### config.mk
export PLATFORM = sky130hd
export DESIGN_NAME = ts_counter
export DESIGN_NICKNAME = d
export VERILOG_FILES = /design/src/ts_pkg.sv /design/src/ts_counter.sv /design/src/ts_prescaler.sv /design/src/ts_trig_sync.sv
export VERILOG_INCLUDE_DIRS = /design/src
export SDC_FILE = /design/constraint.sdc
export NUM_CORES = 1
export LEC_CHECK = 0
export BUFFER_PORTS_ARGS = -buffer_cell sky130_fd_sc_hd__clkbuf_2
export CORE_AREA = 2 2 89 91
export DETAILED_ROUTE_END_ITERATION = 6
export DIE_AREA = 0 0 91 93
export GPL_TIMING_DRIVEN = 0
export PLACE_DENSITY = 0.62
export SLEW_MARGIN = 20
export SYNTH_ARGS = -nofsm -noshare
export SYNTH_HDL_FRONTEND = slang
export SYNTH_HIERARCHICAL = 1
export SYNTH_SLANG_ARGS = --single-unit
export TNS_END_PERCENT = 5
### constraint.sdc
create_clock -name clk_sys -period 1.99 [get_ports clk_sys]
set_input_delay 0.199 -clock clk_sys [delete_from_list [all_inputs] [get_ports clk_sys]]
set_output_delay 0.199 -clock clk_sys [all_outputs]
set_load 0.05 [all_outputs]
### src/ts_defs.svh
// Purpose: shared constants for the trace time stamp counter
// Assumes: clk_sys runs at 10 MHz
// Notes: times are kept in ns; cycle counts derive from them
`ifndef TS_DEFS_SVH
`define TS_DEFS_SVH

// ----------------------------------------
// clock and time bases
// ----------------------------------------
`define TS_CLK_PERIOD_NS 100
`define TS_TB0_NS 100
`define TS_TB1_NS 1000
`define TS_TB2_NS 10000
`define TS_TB3_NS 100000
`define TS_TB4_NS 1000000
// least times round up to whole cycles
`define TS_CYC(ns) ((((ns) + `TS_CLK_PERIOD_NS - 1) / `TS_CLK_PERIOD_NS))

// ----------------------------------------
// trigger pulse width
// ----------------------------------------
`define TS_LONG_PULSE_NS 1600
// pulses longer than this many cycles count as long
`define TS_LONG_PULSE_CYC (`TS_LONG_PULSE_NS / `TS_CLK_PERIOD_NS)

// ----------------------------------------
// selector positions
// ----------------------------------------
`define TS_POS_GATE_LO 4'h5
`define TS_POS_TOGGLE_LO 4'hA
`define TS_POS_EDGE 4'hF
`define TS_BASES_PER_GROUP 4'h5

// ----------------------------------------
// trigger source codes
// ----------------------------------------
`define TS_SRC_MONITOR 2'h0
`define TS_SRC_DIRECT_N 2'h1
`define TS_SRC_DIRECT 2'h2

// ----------------------------------------
// counter values
// ----------------------------------------
`define TS_COUNT_ZERO 16'h0000
`define TS_COUNT_MAX 16'hFFFF

`endif

### src/ts_pkg.sv
// Purpose: types for the trace time stamp counter
// Assumes: nothing beyond the shared header
// Notes: counting behaviours picked by the selector
package ts_pkg;

    typedef enum logic [1:0] {
        MODE_RESET_ON_TRIG,
        MODE_GATED,
        MODE_TOGGLE,
        MODE_EDGE_COUNT
    } mode_e;

    typedef logic [15:0] count_t;

endpackage : ts_pkg

### src/ts_counter.sv
// Purpose: 16-bit time stamp counter behind an emulator analysis port
// Assumes: inputs synchronous or slow; manual_reset is a clean level
// Notes: selector picks time base and counting behaviour together
//
// Operation
// - Direct trigger input that is active low, for low-going interrupt lines.
// - Second direct trigger input, active high, skipping monitor delay.
// - Trigger comes from the event monitor or one of two direct inputs.
// - Manual reset clears the counter to zero.
// - Overflow indicator lights past 65,535 and stays lit until manual reset.
// - Counter wraps to zero on overflow and keeps counting.
// - Selector sets time base .1 uS to 1 mS and counting behaviour.
// - Positions 0-4: trigger high resets, otherwise count ticks freely.
// - Positions 0-4: without triggers the counter free-runs and may overflow.
// - Positions 5-9: count ticks only while trigger is high, else hold.
// - Positions A-E: trigger longer than 1.6 uS resets the counter.
// - Positions A-E: after that, short triggers alternately start and stop.
// - Positions A-E: manual reset halts and clears the counter.
// - Position F: count trigger rising edges, ignore time base.
`timescale 1ns/1ps
`default_nettype none
`include "ts_defs.svh"

module ts_counter #(
    parameter int TB4_CYC = `TS_CYC(`TS_TB4_NS),
    parameter int LONG_CYC = `TS_LONG_PULSE_CYC
) (
    input wire logic clk_sys,
    input wire logic rst_n,
    input wire logic trig_event,
    input wire logic trig_direct_n,
    input wire logic trig_direct,
    input wire logic [1:0] trig_src_sel,
    input wire logic [3:0] switch_pos,
    input wire logic manual_reset,
    output logic [15:0] count_value,
    output logic overflow_led,
    output logic counting
);

    // ----------------------------------------
    // trigger source
    // ----------------------------------------
    logic trig_raw;

    // unused code falls back to the monitor pulse, the default source
    always_comb begin
        unique case (trig_src_sel)
            `TS_SRC_DIRECT_N: trig_raw = ~trig_direct_n;
            `TS_SRC_DIRECT: trig_raw = trig_direct;
            default: trig_raw = trig_event;
        endcase
    end

    logic trig_level;
    logic trig_rise;
    logic trig_long;
    logic trig_short_fall;

    ts_trig_sync #(
        .LONG_CYC(LONG_CYC)
    ) u_sync (
        .clk_sys(clk_sys),
        .rst_n(rst_n),
        .raw(trig_raw),
        .level(trig_level),
        .rise(trig_rise),
        .long_hit(trig_long),
        .short_fall(trig_short_fall)
    );

    // ----------------------------------------
    // selector decode
    // ----------------------------------------
    ts_pkg::mode_e mode;
    logic [2:0] tb_sel;

    always_comb begin
        if (switch_pos == `TS_POS_EDGE) begin
            mode = ts_pkg::MODE_EDGE_COUNT;
            tb_sel = 3'h0;
        end else if (switch_pos >= `TS_POS_TOGGLE_LO) begin
            mode = ts_pkg::MODE_TOGGLE;
            tb_sel = 3'(switch_pos - `TS_POS_TOGGLE_LO);
        end else if (switch_pos >= `TS_POS_GATE_LO) begin
            mode = ts_pkg::MODE_GATED;
            tb_sel = 3'(switch_pos - `TS_POS_GATE_LO);
        end else begin
            mode = ts_pkg::MODE_RESET_ON_TRIG;
            tb_sel = 3'(switch_pos);
        end
    end

    // ----------------------------------------
    // time base
    // ----------------------------------------
    logic tick;

    ts_prescaler #(
        .P4(TB4_CYC)
    ) u_presc (
        .clk_sys(clk_sys),
        .rst_n(rst_n),
        .sel(tb_sel),
        .tick(tick)
    );

    // ----------------------------------------
    // count state
    // ----------------------------------------
    ts_pkg::count_t count_r, count_nxt;
    logic run_r, run_nxt;
    logic ovf_r, ovf_nxt;
    logic inc;
    logic clear;

    always_comb begin
        inc = 1'b0;
        clear = 1'b0;
        run_nxt = run_r;
        unique case (mode)
            ts_pkg::MODE_RESET_ON_TRIG: begin
                run_nxt = 1'b1;
                if (trig_level) begin
                    clear = 1'b1;
                end else begin
                    inc = tick;
                end
            end
            ts_pkg::MODE_GATED: begin
                run_nxt = trig_level;
                inc = tick && trig_level;
            end
            ts_pkg::MODE_TOGGLE: begin
                if (trig_long) begin
                    clear = 1'b1;
                    run_nxt = 1'b0;
                end else if (trig_short_fall) begin
                    run_nxt = ~run_r;
                end
                inc = tick && run_r;
            end
            ts_pkg::MODE_EDGE_COUNT: begin
                run_nxt = 1'b1;
                inc = trig_rise;
            end
        endcase
        // manual reset overrides every mode
        if (manual_reset) begin
            clear = 1'b1;
            inc = 1'b0;
            if (mode == ts_pkg::MODE_TOGGLE) begin
                run_nxt = 1'b0;
            end
        end
    end

    // wrap is plain unsigned rollover, no saturation
    always_comb begin
        count_nxt = count_r;
        ovf_nxt = ovf_r;
        if (manual_reset) begin
            // clearing the lamp here, a wrap in the same cycle is blocked
            ovf_nxt = 1'b0;
        end
        if (clear) begin
            count_nxt = `TS_COUNT_ZERO;
        end else if (inc) begin
            count_nxt = count_r + 16'h0001;
            if (count_r == `TS_COUNT_MAX) begin
                ovf_nxt = 1'b1;
            end
        end
    end

    always_ff @(posedge clk_sys or negedge rst_n) begin
        if (!rst_n) begin
            count_r <= `TS_COUNT_ZERO;
            run_r <= 1'b0;
            ovf_r <= 1'b0;
        end else begin
            count_r <= count_nxt;
            run_r <= run_nxt;
            ovf_r <= ovf_nxt;
        end
    end

    // ----------------------------------------
    // outputs
    // ----------------------------------------
    assign count_value = count_r;
    assign overflow_led = ovf_r;
    assign counting = run_r;

endmodule : ts_counter
`default_nettype wire

### src/ts_prescaler.sv
// Purpose: time base tick generator
// Assumes: sel holds 0 to 4
// Notes: restarts its count whenever sel changes
`timescale 1ns/1ps
`default_nettype none
`include "ts_defs.svh"

module ts_prescaler #(
    parameter int W = 14,
    parameter int P0 = `TS_CYC(`TS_TB0_NS),
    parameter int P1 = `TS_CYC(`TS_TB1_NS),
    parameter int P2 = `TS_CYC(`TS_TB2_NS),
    parameter int P3 = `TS_CYC(`TS_TB3_NS),
    parameter int P4 = `TS_CYC(`TS_TB4_NS)
) (
    input wire logic clk_sys,
    input wire logic rst_n,
    input wire logic [2:0] sel,
    output logic tick
);

    localparam logic [W-1:0] LAST0 = W'(P0 - 1);
    localparam logic [W-1:0] LAST1 = W'(P1 - 1);
    localparam logic [W-1:0] LAST2 = W'(P2 - 1);
    localparam logic [W-1:0] LAST3 = W'(P3 - 1);
    localparam logic [W-1:0] LAST4 = W'(P4 - 1);
    localparam logic [W-1:0] ONE = W'(1);

    logic [W-1:0] cnt_r, cnt_nxt;
    logic [2:0] sel_r, sel_nxt;
    logic tick_r, tick_nxt;
    logic [W-1:0] last;

    // ----------------------------------------
    // divider
    // ----------------------------------------
    always_comb begin
        unique case (sel)
            3'h0: last = LAST0;
            3'h1: last = LAST1;
            3'h2: last = LAST2;
            3'h3: last = LAST3;
            default: last = LAST4;
        endcase
        sel_nxt = sel;
        tick_nxt = 1'b0;
        if (sel != sel_r) begin
            cnt_nxt = '0;
        end else if (cnt_r >= last) begin
            cnt_nxt = '0;
            tick_nxt = 1'b1;
        end else begin
            cnt_nxt = cnt_r + ONE;
        end
    end

    always_ff @(posedge clk_sys or negedge rst_n) begin
        if (!rst_n) begin
            cnt_r <= '0;
            sel_r <= 3'h0;
            tick_r <= 1'b0;
        end else begin
            cnt_r <= cnt_nxt;
            sel_r <= sel_nxt;
            tick_r <= tick_nxt;
        end
    end

    assign tick = tick_r;

endmodule : ts_prescaler
`default_nettype wire

### src/ts_trig_sync.sv
// Purpose: trigger synchroniser with edge and width detection
// Assumes: raw may be asynchronous to clk_sys
// Notes: all outputs derive from the second stage onward
`timescale 1ns/1ps
`default_nettype none
`include "ts_defs.svh"

module ts_trig_sync #(
    parameter int LONG_CYC = `TS_LONG_PULSE_CYC,
    parameter int WW = 6
) (
    input wire logic clk_sys,
    input wire logic rst_n,
    input wire logic raw,
    output logic level,
    output logic rise,
    output logic long_hit,
    output logic short_fall
);

    localparam logic [WW-1:0] LONG_W = WW'(LONG_CYC);
    localparam logic [WW-1:0] SAT_W = WW'(LONG_CYC + 1);
    localparam logic [WW-1:0] ONE = WW'(1);

    logic meta_r, sync_r, prev_r;
    logic [WW-1:0] width_r, width_nxt;

    // ----------------------------------------
    // synchroniser, first stage read only by second
    // ----------------------------------------
    always_ff @(posedge clk_sys or negedge rst_n) begin
        if (!rst_n) begin
            meta_r <= 1'b0;
            sync_r <= 1'b0;
            prev_r <= 1'b0;
        end else begin
            meta_r <= raw;
            sync_r <= meta_r;
            prev_r <= sync_r;
        end
    end

    // ----------------------------------------
    // pulse width, saturates just past the long limit
    // ----------------------------------------
    always_comb begin
        if (!sync_r) begin
            width_nxt = '0;
        end else if (width_r < SAT_W) begin
            width_nxt = width_r + ONE;
        end else begin
            width_nxt = width_r;
        end
    end

    always_ff @(posedge clk_sys or negedge rst_n) begin
        if (!rst_n) begin
            width_r <= '0;
        end else begin
            width_r <= width_nxt;
        end
    end

    assign level = sync_r;
    assign rise = sync_r & ~prev_r;
    // fires in the first high cycle beyond the long limit
    assign long_hit = sync_r && (width_r == LONG_W);
    assign short_fall = !sync_r && prev_r && (width_r <= LONG_W);

endmodule : ts_trig_sync
`default_nettype wire
# After elaboration in Yosys (flattened, before gate mapping)
# Index checks and enable logic that the tools add are counted.
# op_classes
n_addsub	5
order_cmp	5
eq_ne	13
mux	32
n_bitwise	4
reduce_logical	10
# ops
cell	n
one-hot mux 14 bit (4 select lines)	1
2-to-1 mux 16 bit	2
2-to-1 mux 14 bit	2
adder 16 x 1 -> 16 bit (second input constant)	1
equality test 16 bit (second input constant)	1
2-to-1 mux 1 bit	16
adder 14 x 1 -> 14 bit (second input constant)	1
greater-or-equal comparator 14 bit	1
2-to-1 mux 6 bit	2
2-to-1 mux 3 bit	3
adder 6 x 1 -> 6 bit (second input constant)	1
equality test 2 bit (second input constant)	3
equality test 3 x 2 -> 1 bit (second input constant)	2
equality test 6 x 5 -> 1 bit (second input constant)	1
<= comparator 6 x 5 -> 1 bit (second input constant)	1
less-than comparator 6 x 5 -> 1 bit (second input constant)	1
logical AND 1 bit	5
equality test 2 x 1 -> 1 bit (second input constant)	2
equality test 4 bit (second input constant)	1
greater-or-equal comparator 4 x 3 -> 1 bit (second input constant)	1
greater-or-equal comparator 4 bit (second input constant)	1
2-to-1 mux 2 bit	2
one-hot mux 1 bit (2 select lines)	2
one-hot mux 1 bit (4 select lines)	1
other kinds (13)	15
# word_totals
register_bits	45
input_bits	12
output_inout_bits	18

# Depth between registers and ports, before layout
# Gate-level depths: netlist of run 1.
# depth
ltp_word	9
mapped_depth	16
depth_no_buf	14

# By module
# The synthesis of run 1 kept the hierarchy.
# modules_own_cells
module	n_inst	cells_per_inst	area_each_um2	seq_area_each_um2
ts_counter	1	159	1363.8	450.4
ts_prescaler	1	109	1144.8	450.4
ts_trig_sync	1	39	432.9	225.2

# Worst setup path after synthesis of run 1
# Ideal clock, no wire load.
# synth_timing
kind	input to register
startpoint	input switch_pos[0]
endpoint	register u_presc.cnt_r[5]
setup_ns	0.080
arrival_ns	2.899
required_ns	1.910
path_slack_ns	-0.989
path_stages	14
path_buffers	1
cell_sequence	inv_1 > ha_1 > or4b_1 > o21ai_0 > nand2b_1 > and3_1 > a21oi_1 > ha_1 > a21o_1 > a221oi_2 > o21ai_1 > a41o_2 > buf_6 > nor3_4
# synth_via
elab_chain_cells	9
word_cells_on_any_way	17
cone_classes	2 x add/sub; 3 x order compare; 5 x eq/ne; 6 x mux; 1 x reduce/logical
# synth_rtl
element	line_no	source
start: declaration	ts_counter.sv:34	input wire logic [3:0] switch_pos,
greater-or-equal comparator 4 x 3 -> 1 bit (no source line) or subtractor 3 bit (tied branches)	--	
2-to-1 mux 3 bit	ts_counter.sv:85	end else if (switch_pos >= `TS_POS_GATE_LO) begin
2-to-1 mux 3 bit	ts_counter.sv:82	end else if (switch_pos >= `TS_POS_TOGGLE_LO) begin
2-to-1 mux 3 bit (*)	ts_counter.sv:79	if (switch_pos == `TS_POS_EDGE) begin
via tb_sel[0]	ts_counter.sv:76	logic [2:0] tb_sel;
equality test 3 x 2 -> 1 bit (tied with other cells)	ts_prescaler.sv:38	unique case (sel)
one-hot mux 14 bit (4 select lines)	ts_prescaler.sv:38	
greater-or-equal comparator 14 bit	ts_prescaler.sv:49	end else if (cnt_r >= last) begin
2-to-1 mux 14 bit	ts_prescaler.sv:49	
2-to-1 mux 14 bit (*)	ts_prescaler.sv:47	if (sel != sel_r) begin
via u_presc.cnt_nxt[5]	ts_prescaler.sv:29	logic [W-1:0] cnt_r, cnt_nxt;
end signal: assignment	ts_prescaler.sv:63	cnt_r <= cnt_nxt;
end: declaration	ts_prescaler.sv:29	
# The timed path passes the listed nets; every way through them passes the cells marked *.
# A chain may end at the register's enable or synchronous reset.

# Final worst setup path of run 1
# layout_timing
startpoint	input switch_pos[0]
endpoint	register u_presc.cnt_r[8]
# The elaborated chain is that of the path after synthesis.

==> results.yml, run 1 <==
setup_path:
  r2r-start: "u_sync/level"
  start_kind: "input pin"
  cp.required_ps: 2220
  r2r-end: "count_value[1]"
  r2r_cells: 7
  crit_path_end_kind: "flip-flop"
  arrival_ps: 2920
  reg2reg_slack_ps: -250
  critical_path.max_fanout: 5
  criticalPathCategory: "in -> reg"
global_route:
  grt_pass1_vias: 2423
  overflow: 0
  antenna_found_initial: 0
  grt_max_degree: 46
  grt_util_all_layers_pct: 16.3
  grt_pass1_wl_mm: 11.2
finish:
  regArea_um2: 1130
  n_antenna_cell: 0
  num-nets-final: 396
  multiInputGateArea_um2: 1830
  area_delta_synth_final_pct: 26.2
  layout-drive-gt1-share_pct: 28.6
  fin_util_pct: 49.3
  fillers: 739
outcome:
  outcome: "finished with violations"
  violations: "negative setup slack"
timing:
  setup_viol: 32
  timing_worst_slew_pin_value_ps: 625
  maxSlewHeadroom_pct: 57.7
  layout_setup_ws_ps: -699
  fin_hold_ws_ps: 123
  finalClockSkew_ps: 8.19
  fin_crit_ps: 2690
  timing.setup.tns_ps: -18810
  drv_slew: 0
  final_hold_viol_count: 0
  fmax_ghz: 0.372
  post-route-period-util_pct: 135
  rsz0062_at_grt: "yes"
place:
  dp_slack_ps: -1270
  portBuffers: 29
  finalWeightedCongestion: 0.802
  place_hpwl_mm: 4.49
worst_hold_path:
  min-delay-start: "trig_event"
  hold_depth: 3
  whs_endpoint: "u_sync/meta_r"
  hp-class: "in -> reg"
route:
  top_layer: "met4"
  wirelength_met1_mm: 3.02
  dr.pass1.iters: 6
  remaining_drc_errors: 0
  via_count: 2492
  viasPerCell: 5.39
  wl_per_cell_um: 14.0
  route.met2.wl_mm: 3.11
  drt-total-wl_mm: 6.47
  ant_nets: 0
  drtIter0Drc: 81
  wl_met3_um: 239
pwr:
  irDropWorstVdd_uv: 290
  leakage_nw: 1.58
  p_total_w: 0.00199
  powerDensity_nw_per_um2: 535
synthesis:
  synth.avg_cell_area_um2: 9.58
  syn-num-nets: 344
  synth_most_common_cell: "dfrtp_1"
  synth_seq_cells: 45
  synth_top_flop_cell: "dfrtp_1"
  yosysTopAreaCellShare_pct: 38.3
  synthTopCellsByArea: "dfrtp_1, ha_1, a21oi_1"
  synth_enable_flop_cells: 0
  synthTopCellsByCount: "dfrtp_1, ha_1, a21oi_1"
  yosysSeqAreaShare_pct: 38.3
  synth_area_um2: 2940
  netlist_instances: 307
  synth_cell_types: 59
  synthArstFlopShare_pct: 100
  yosys_warnings: 6
  yosysTopAreaCell: "dfrtp_1"
floorplan:
  num_rows: 32
  die_area_um2: 8460
  die_w_um: 91
  io_pins: 30
  initial_core_util_pct: 39.1
  core_area_um2: 7530
  die_h_um: 93
clock_tree:
  tritoncts: "built"
  cts_sinks: 45
  clk_root_buffer_cell: "clkbuf_8"
  clk_pin_slew_ps: 80
  cts_buffer_depth: 2
  worstSkewPairLatency_ps: 300
  cts_buffers: 5
  cts_max_level: 2
run:
  drv_cap: 0
worst max-delay path: stages:
cell and delay, ps:
clkbuf_16 130, inv_12 30, ha_4 160, or4b_4 490, o21ai_2 90, nand2_1 70
and3_4 210, or3_1 310, ha_1 270, nand2b_4 140, a21oi_4 110, o21ai_1 70
a41o_2 240, bufbuf_16 270, nor3_2 90
timing repair:
item                                    4_1_cts  5_1_grt
pin swaps                                    11        9
gates cloned                                  1        0
endpoints found under the setup margin       32       32
hold endpoints to repair                     45        0
resized for setup                            27        7
setup buffers                                 9        5
hold buffers                                  1        0
logic make-up (layout without fill, tap and decap cells):
logic type | count (synthesis) | after routing | share of synthesized area, %
and+or+nand+nor | 116 | 116 | 24.9
AOI/OAI and AO/OA | 64 | 64 | 14.6
DFF | 45 | 45 | 38.3
buffers and inverters | 36 | 89 | 5.06
adders and majority gates | 25 | 25 | 10.6
xor gates and xnor gates | 16 | 16 | 4.76
muxes | 5 | 5 | 1.70
registers in the layout, summed over array words and instances, names as in the netlist:
| signal | flops |
|---|---|
| counting | 1 |
| u_sync/meta_r | 1 |
| u_sync/prev_r | 1 |
| overflow_led | 1 |
| u_sync/level | 1 |
| u_presc/sel_r | 3 |
| u_presc/cnt_r | 14 |
| u_presc/tick | 1 |
| count_value | 16 |
| u_sync/width_r | 6 |
per-stage QoR:
step,instances,cell area [µm²]
6_report,462,3710
5_1_grt,462,3710
4_1_cts,457,3640
3_5_place_dp,438,3320
3_3_place_gp,438,3320
2_1_floorplan,307,3040
worst max-delay path by stage:
stage,start,end
2_1_floorplan,switch_pos[0],u_presc/cnt_r[5]
3_3_place_gp,switch_pos[1],u_presc/cnt_r[7]
3_5_place_dp,switch_pos[1],u_presc/cnt_r[5]
4_1_cts,switch_pos[0],u_presc/cnt_r[1]
5_1_grt,switch_pos[1],u_presc/cnt_r[9]
6_report,switch_pos[0],u_presc/cnt_r[8]
power by group:
group	switching (W)	internal, W
Clock	0.000321	0.000249
Combinational	0.000251	0.000197
Sequential	0.0000276	0.000942
layout by cell type (no fill, tap or decap), types with 3 or more instances in the layout:
master    synthesis  final
nor3_2            9     11
nor3_1            6      4
o31ai_1          12     10
xnor2_1          10     10
clkbuf_8          0      6
o21ai_1           4      5
nand2b_1          6      5
buf_4             0     15
ha_1             25     20
or4_1            12     11
a21oi_2           0      5
ha_4              0      3
nor2_1            8      8
buf_1             4      3
dfrtp_1          45     45
nand3b_1          4      4
buf_2             5      3
a21oi_1          22     15
nand3_1          14     14
clkbuf_1          4      5
mux2i_1           5      5
nand2_1          19     19
inv_1            21     18
nand4_1          10     10
and4_1            4      4
or3_1             5      5
clkbuf_2          0     26
xor2_1            6      6
per-layer routing:
layer | up-vias | global-route usage (%)
li1 | 1234 | -
met1 | 1207 | 20.8
met2 | 41 | 28.1
met5 | - | 0
met3 | 10 | 2.98
met4 | 0 | 5.30
area by class of cell:
type,count,area share [%]
buffer,14,2.53
multi-input combinational,226,49.4
clock buffer,7,2.06
tap,102,3.44
sequential,45,30.3
timing repair buffer,45,9.47
inverter,22,2.63
clock inverter,1,0.202
Note: power is estimated with default switching activity, not from simulation.
==> inputs of run 2 (changes only) <==
GPL_TIMING_DRIVEN = default   (was 0)
PLACE_DENSITY = 0.6   (was 0.62)
clock period = 3.05 ns   (was 1.99 ns; I/O delays follow)
==> run 2 against run 1 <==
  * Non-clock buffer count fell by 3
  * Critical endpoint is now u_presc/cnt_r[4]
  * Die area did not move
  * Critical path type unchanged
  * Sequential cell count did not move
  * Global-route usage fell by 1.1 points
  * Worst setup slack improved by 840 ps
  * Sequential share of layout area rose by 1.6 points
  * First-iteration DRC count fell by 21%
  * The flow now finishes without violations
  * Critical path depth fell by 1
  * Final cell count fell by 0.43%
==> results.yml, run 2 (synthesized netlist as in run 1, its figures left out) <==
outcome:
  outcome: "finished clean"
run:
  drv_cap: 0
clock_tree:
  clk_root_buffer_cell: "clkbuf_8"
  cts_buffer_depth: 2
  cts_sinks: 45
  worstSkewPairLatency_ps: 300
  cts_max_level: 2
  tritoncts: "built"
  cts_buffers: 5
  clk_pin_slew_ps: 90
  cts_setup_buffers: 0
finish:
  layout-drive-gt1-share_pct: 24.6
  multiInputGateArea_um2: 1720
  area_delta_synth_final_pct: 20.0
  regArea_um2: 1130
  largest_register_ffs: 16
  fillers: 731
  n_antenna_cell: 0
  layout_commonest_cell: "dfrtp_1"
  layout.cells.non_filler: 460
  num-nets-final: 394
  final_cell_mix: "dfrtp_1, clkbuf_2, buf_4, ha_1"
pwr:
  leakage_nw: 1.57
  powerDensity_nw_per_um2: 387
  irDropWorstVdd_uv: 211
floorplan:
  core_area_um2: 7530
  io_pins: 30
  die_h_um: 93
  num_rows: 32
  initial_core_util_pct: 39.1
  die_area_um2: 8460
  die_w_um: 91
route:
  viasPerCell: 5.33
  drtIter0Drc: 64
  via_count: 2454
  dr.pass1.iters: 5
  drt-total-wl_mm: 6.33
  wl_per_cell_um: 13.8
  remaining_drc_errors: 0
  ant_nets: 0
timing:
  rsz0062_at_grt: "yes"
  fin_hold_ws_ps: 277
  setup_viol: 0
  fmax_ghz: 0.344
  fin_crit_ps: 2910
  finalClockSkew_ps: 13.0
  drv_slew: 0
  post-route-period-util_pct: 95.4
  final_hold_viol_count: 0
  maxSlewHeadroom_pct: 67.7
  timing_worst_slew_pin_value_ps: 484
setup_path:
  crit_start: "switch_pos[0]"
  r2r-end: "count_value[7]"
  cp.required_ps: 3260
  r2r_cells: 5
  r2r-start: "u_sync/level"
  arrival_ps: 3120
  reg2reg_slack_ps: 910
  start_kind: "input pin"
  criticalPathCategory: "in -> reg"
  crit_path_end_kind: "flip-flop"
  crit_end: "u_presc/cnt_r[4]"
  critical_path.max_fanout: 8
place:
  finalWeightedCongestion: 0.784
  placedCellCount: 450
  portBuffers: 29
  place_hpwl_mm: 4.37
worst_hold_path:
  min-delay-start: "trig_event"
  hp-class: "in -> reg"
global_route:
  antenna_found_initial: 0
  grt_util_all_layers_pct: 15.2
  grt_pass1_wl_mm: 10.7
  grt_max_degree: 28
  overflow: 0
  grt_pass1_vias: 2356
-- run 2: changes by cell type in the layout (fill, tap and decap cells not counted), moves of 4 or more --
| cell | previous run | this run |
|---|---|---|
| ha_1 | 20 | 25 |
| buf_4 | 15 | 26 |
| clkbuf_1 | 5 | 0 |
| a21oi_2 | 5 | 1 |
| a21oi_1 | 15 | 21 |
-- run 2: worst max-delay path, cell delays in order --
cell and delay, ps:
clkbuf_2 90, inv_1 60, ha_1 210, or4b_1 570
o21ai_2 90, nand2_1 60, and3_4 190, a21oi_2 180
ha_1 280, a21o_1 200, a221oi_2 260, o21ai_2 120
a41o_4 310, nor3_1 190
-- run 2: routing by layer --
| layer | wire (µm) | vias to the layer above | GRT usage, % |
|---|---|---|---|
| met3 | 116 | 7 | 2.34 |
| met4 | 68 | 0 | 4.67 |
| met1 | 3070 | 1194 | 19.3 |
| li1 | - | 1228 | - |
| met2 | 3080 | 25 | 26.8 |
| met5 | 0 | - | 0 |
-- run 2: area by class of cell --
| type | count | share of cell area [%] |
|---|---|---|
| Sequential cell | 45 | 31.9 |
| Clock inverter | 2 | 1.06 |
| Multi-Input combinational cell | 227 | 48.8 |
| Clock buffer | 6 | 2.34 |
| Timing Repair Buffer | 56 | 9.92 |
| Inverter | 22 | 2.34 |
| Tap cell | 102 | 3.61 |
-- run 2: power by group --
part           switching (W)  total [W]  leakage [nW]  internal, W
Clock               0.000216   0.000483        0.0574     0.000267
Sequential         0.0000215   0.000636         0.614     0.000614
Combinational       0.000144   0.000248         0.894     0.000103
Total               0.000382    0.00137          1.57     0.000985
-- run 2: per-stage QoR --
step | setup WS (ps) | TNS, ps | cell area (µm²) | utilization [%] | total power, W
after floorplan | 11.0 | 0 | 2950 | - | 0.000790
after global placement | -213 | -2670 | 3350 | 44.5 | 0.000880
after detailed placement | -337 | -5050 | 3350 | 44.5 | 0.000886
after CTS | 35.0 | 0 | 3490 | 46.3 | 0.00138
after global routing | -24.7 | -42.3 | 3530 | 46.9 | 0.00144
final | 139 | 0 | 3530 | 46.9 | 0.00137
-- run 2: how the worst min path moves through the flow --
| stage | depth (start not counted) | end |
|---|---|---|
| after global routing | 3 | u_sync/meta_r |
| final | 3 | u_sync/meta_r |
| after global placement | 1 | u_sync/width_r[3] |
| after detailed placement | 1 | u_sync/width_r[3] |
| after floorplan | 0 | count_value[0] |
| after CTS | 3 | u_sync/meta_r |
-- run 2: timing repair --
action,4_1_cts,5_1_grt
hold endpoints to repair,18,0
pin swaps,0,3
gates resized for setup,1,8
setup endpoints to repair,3,15
hold buffers,1,0
cloned,0,1
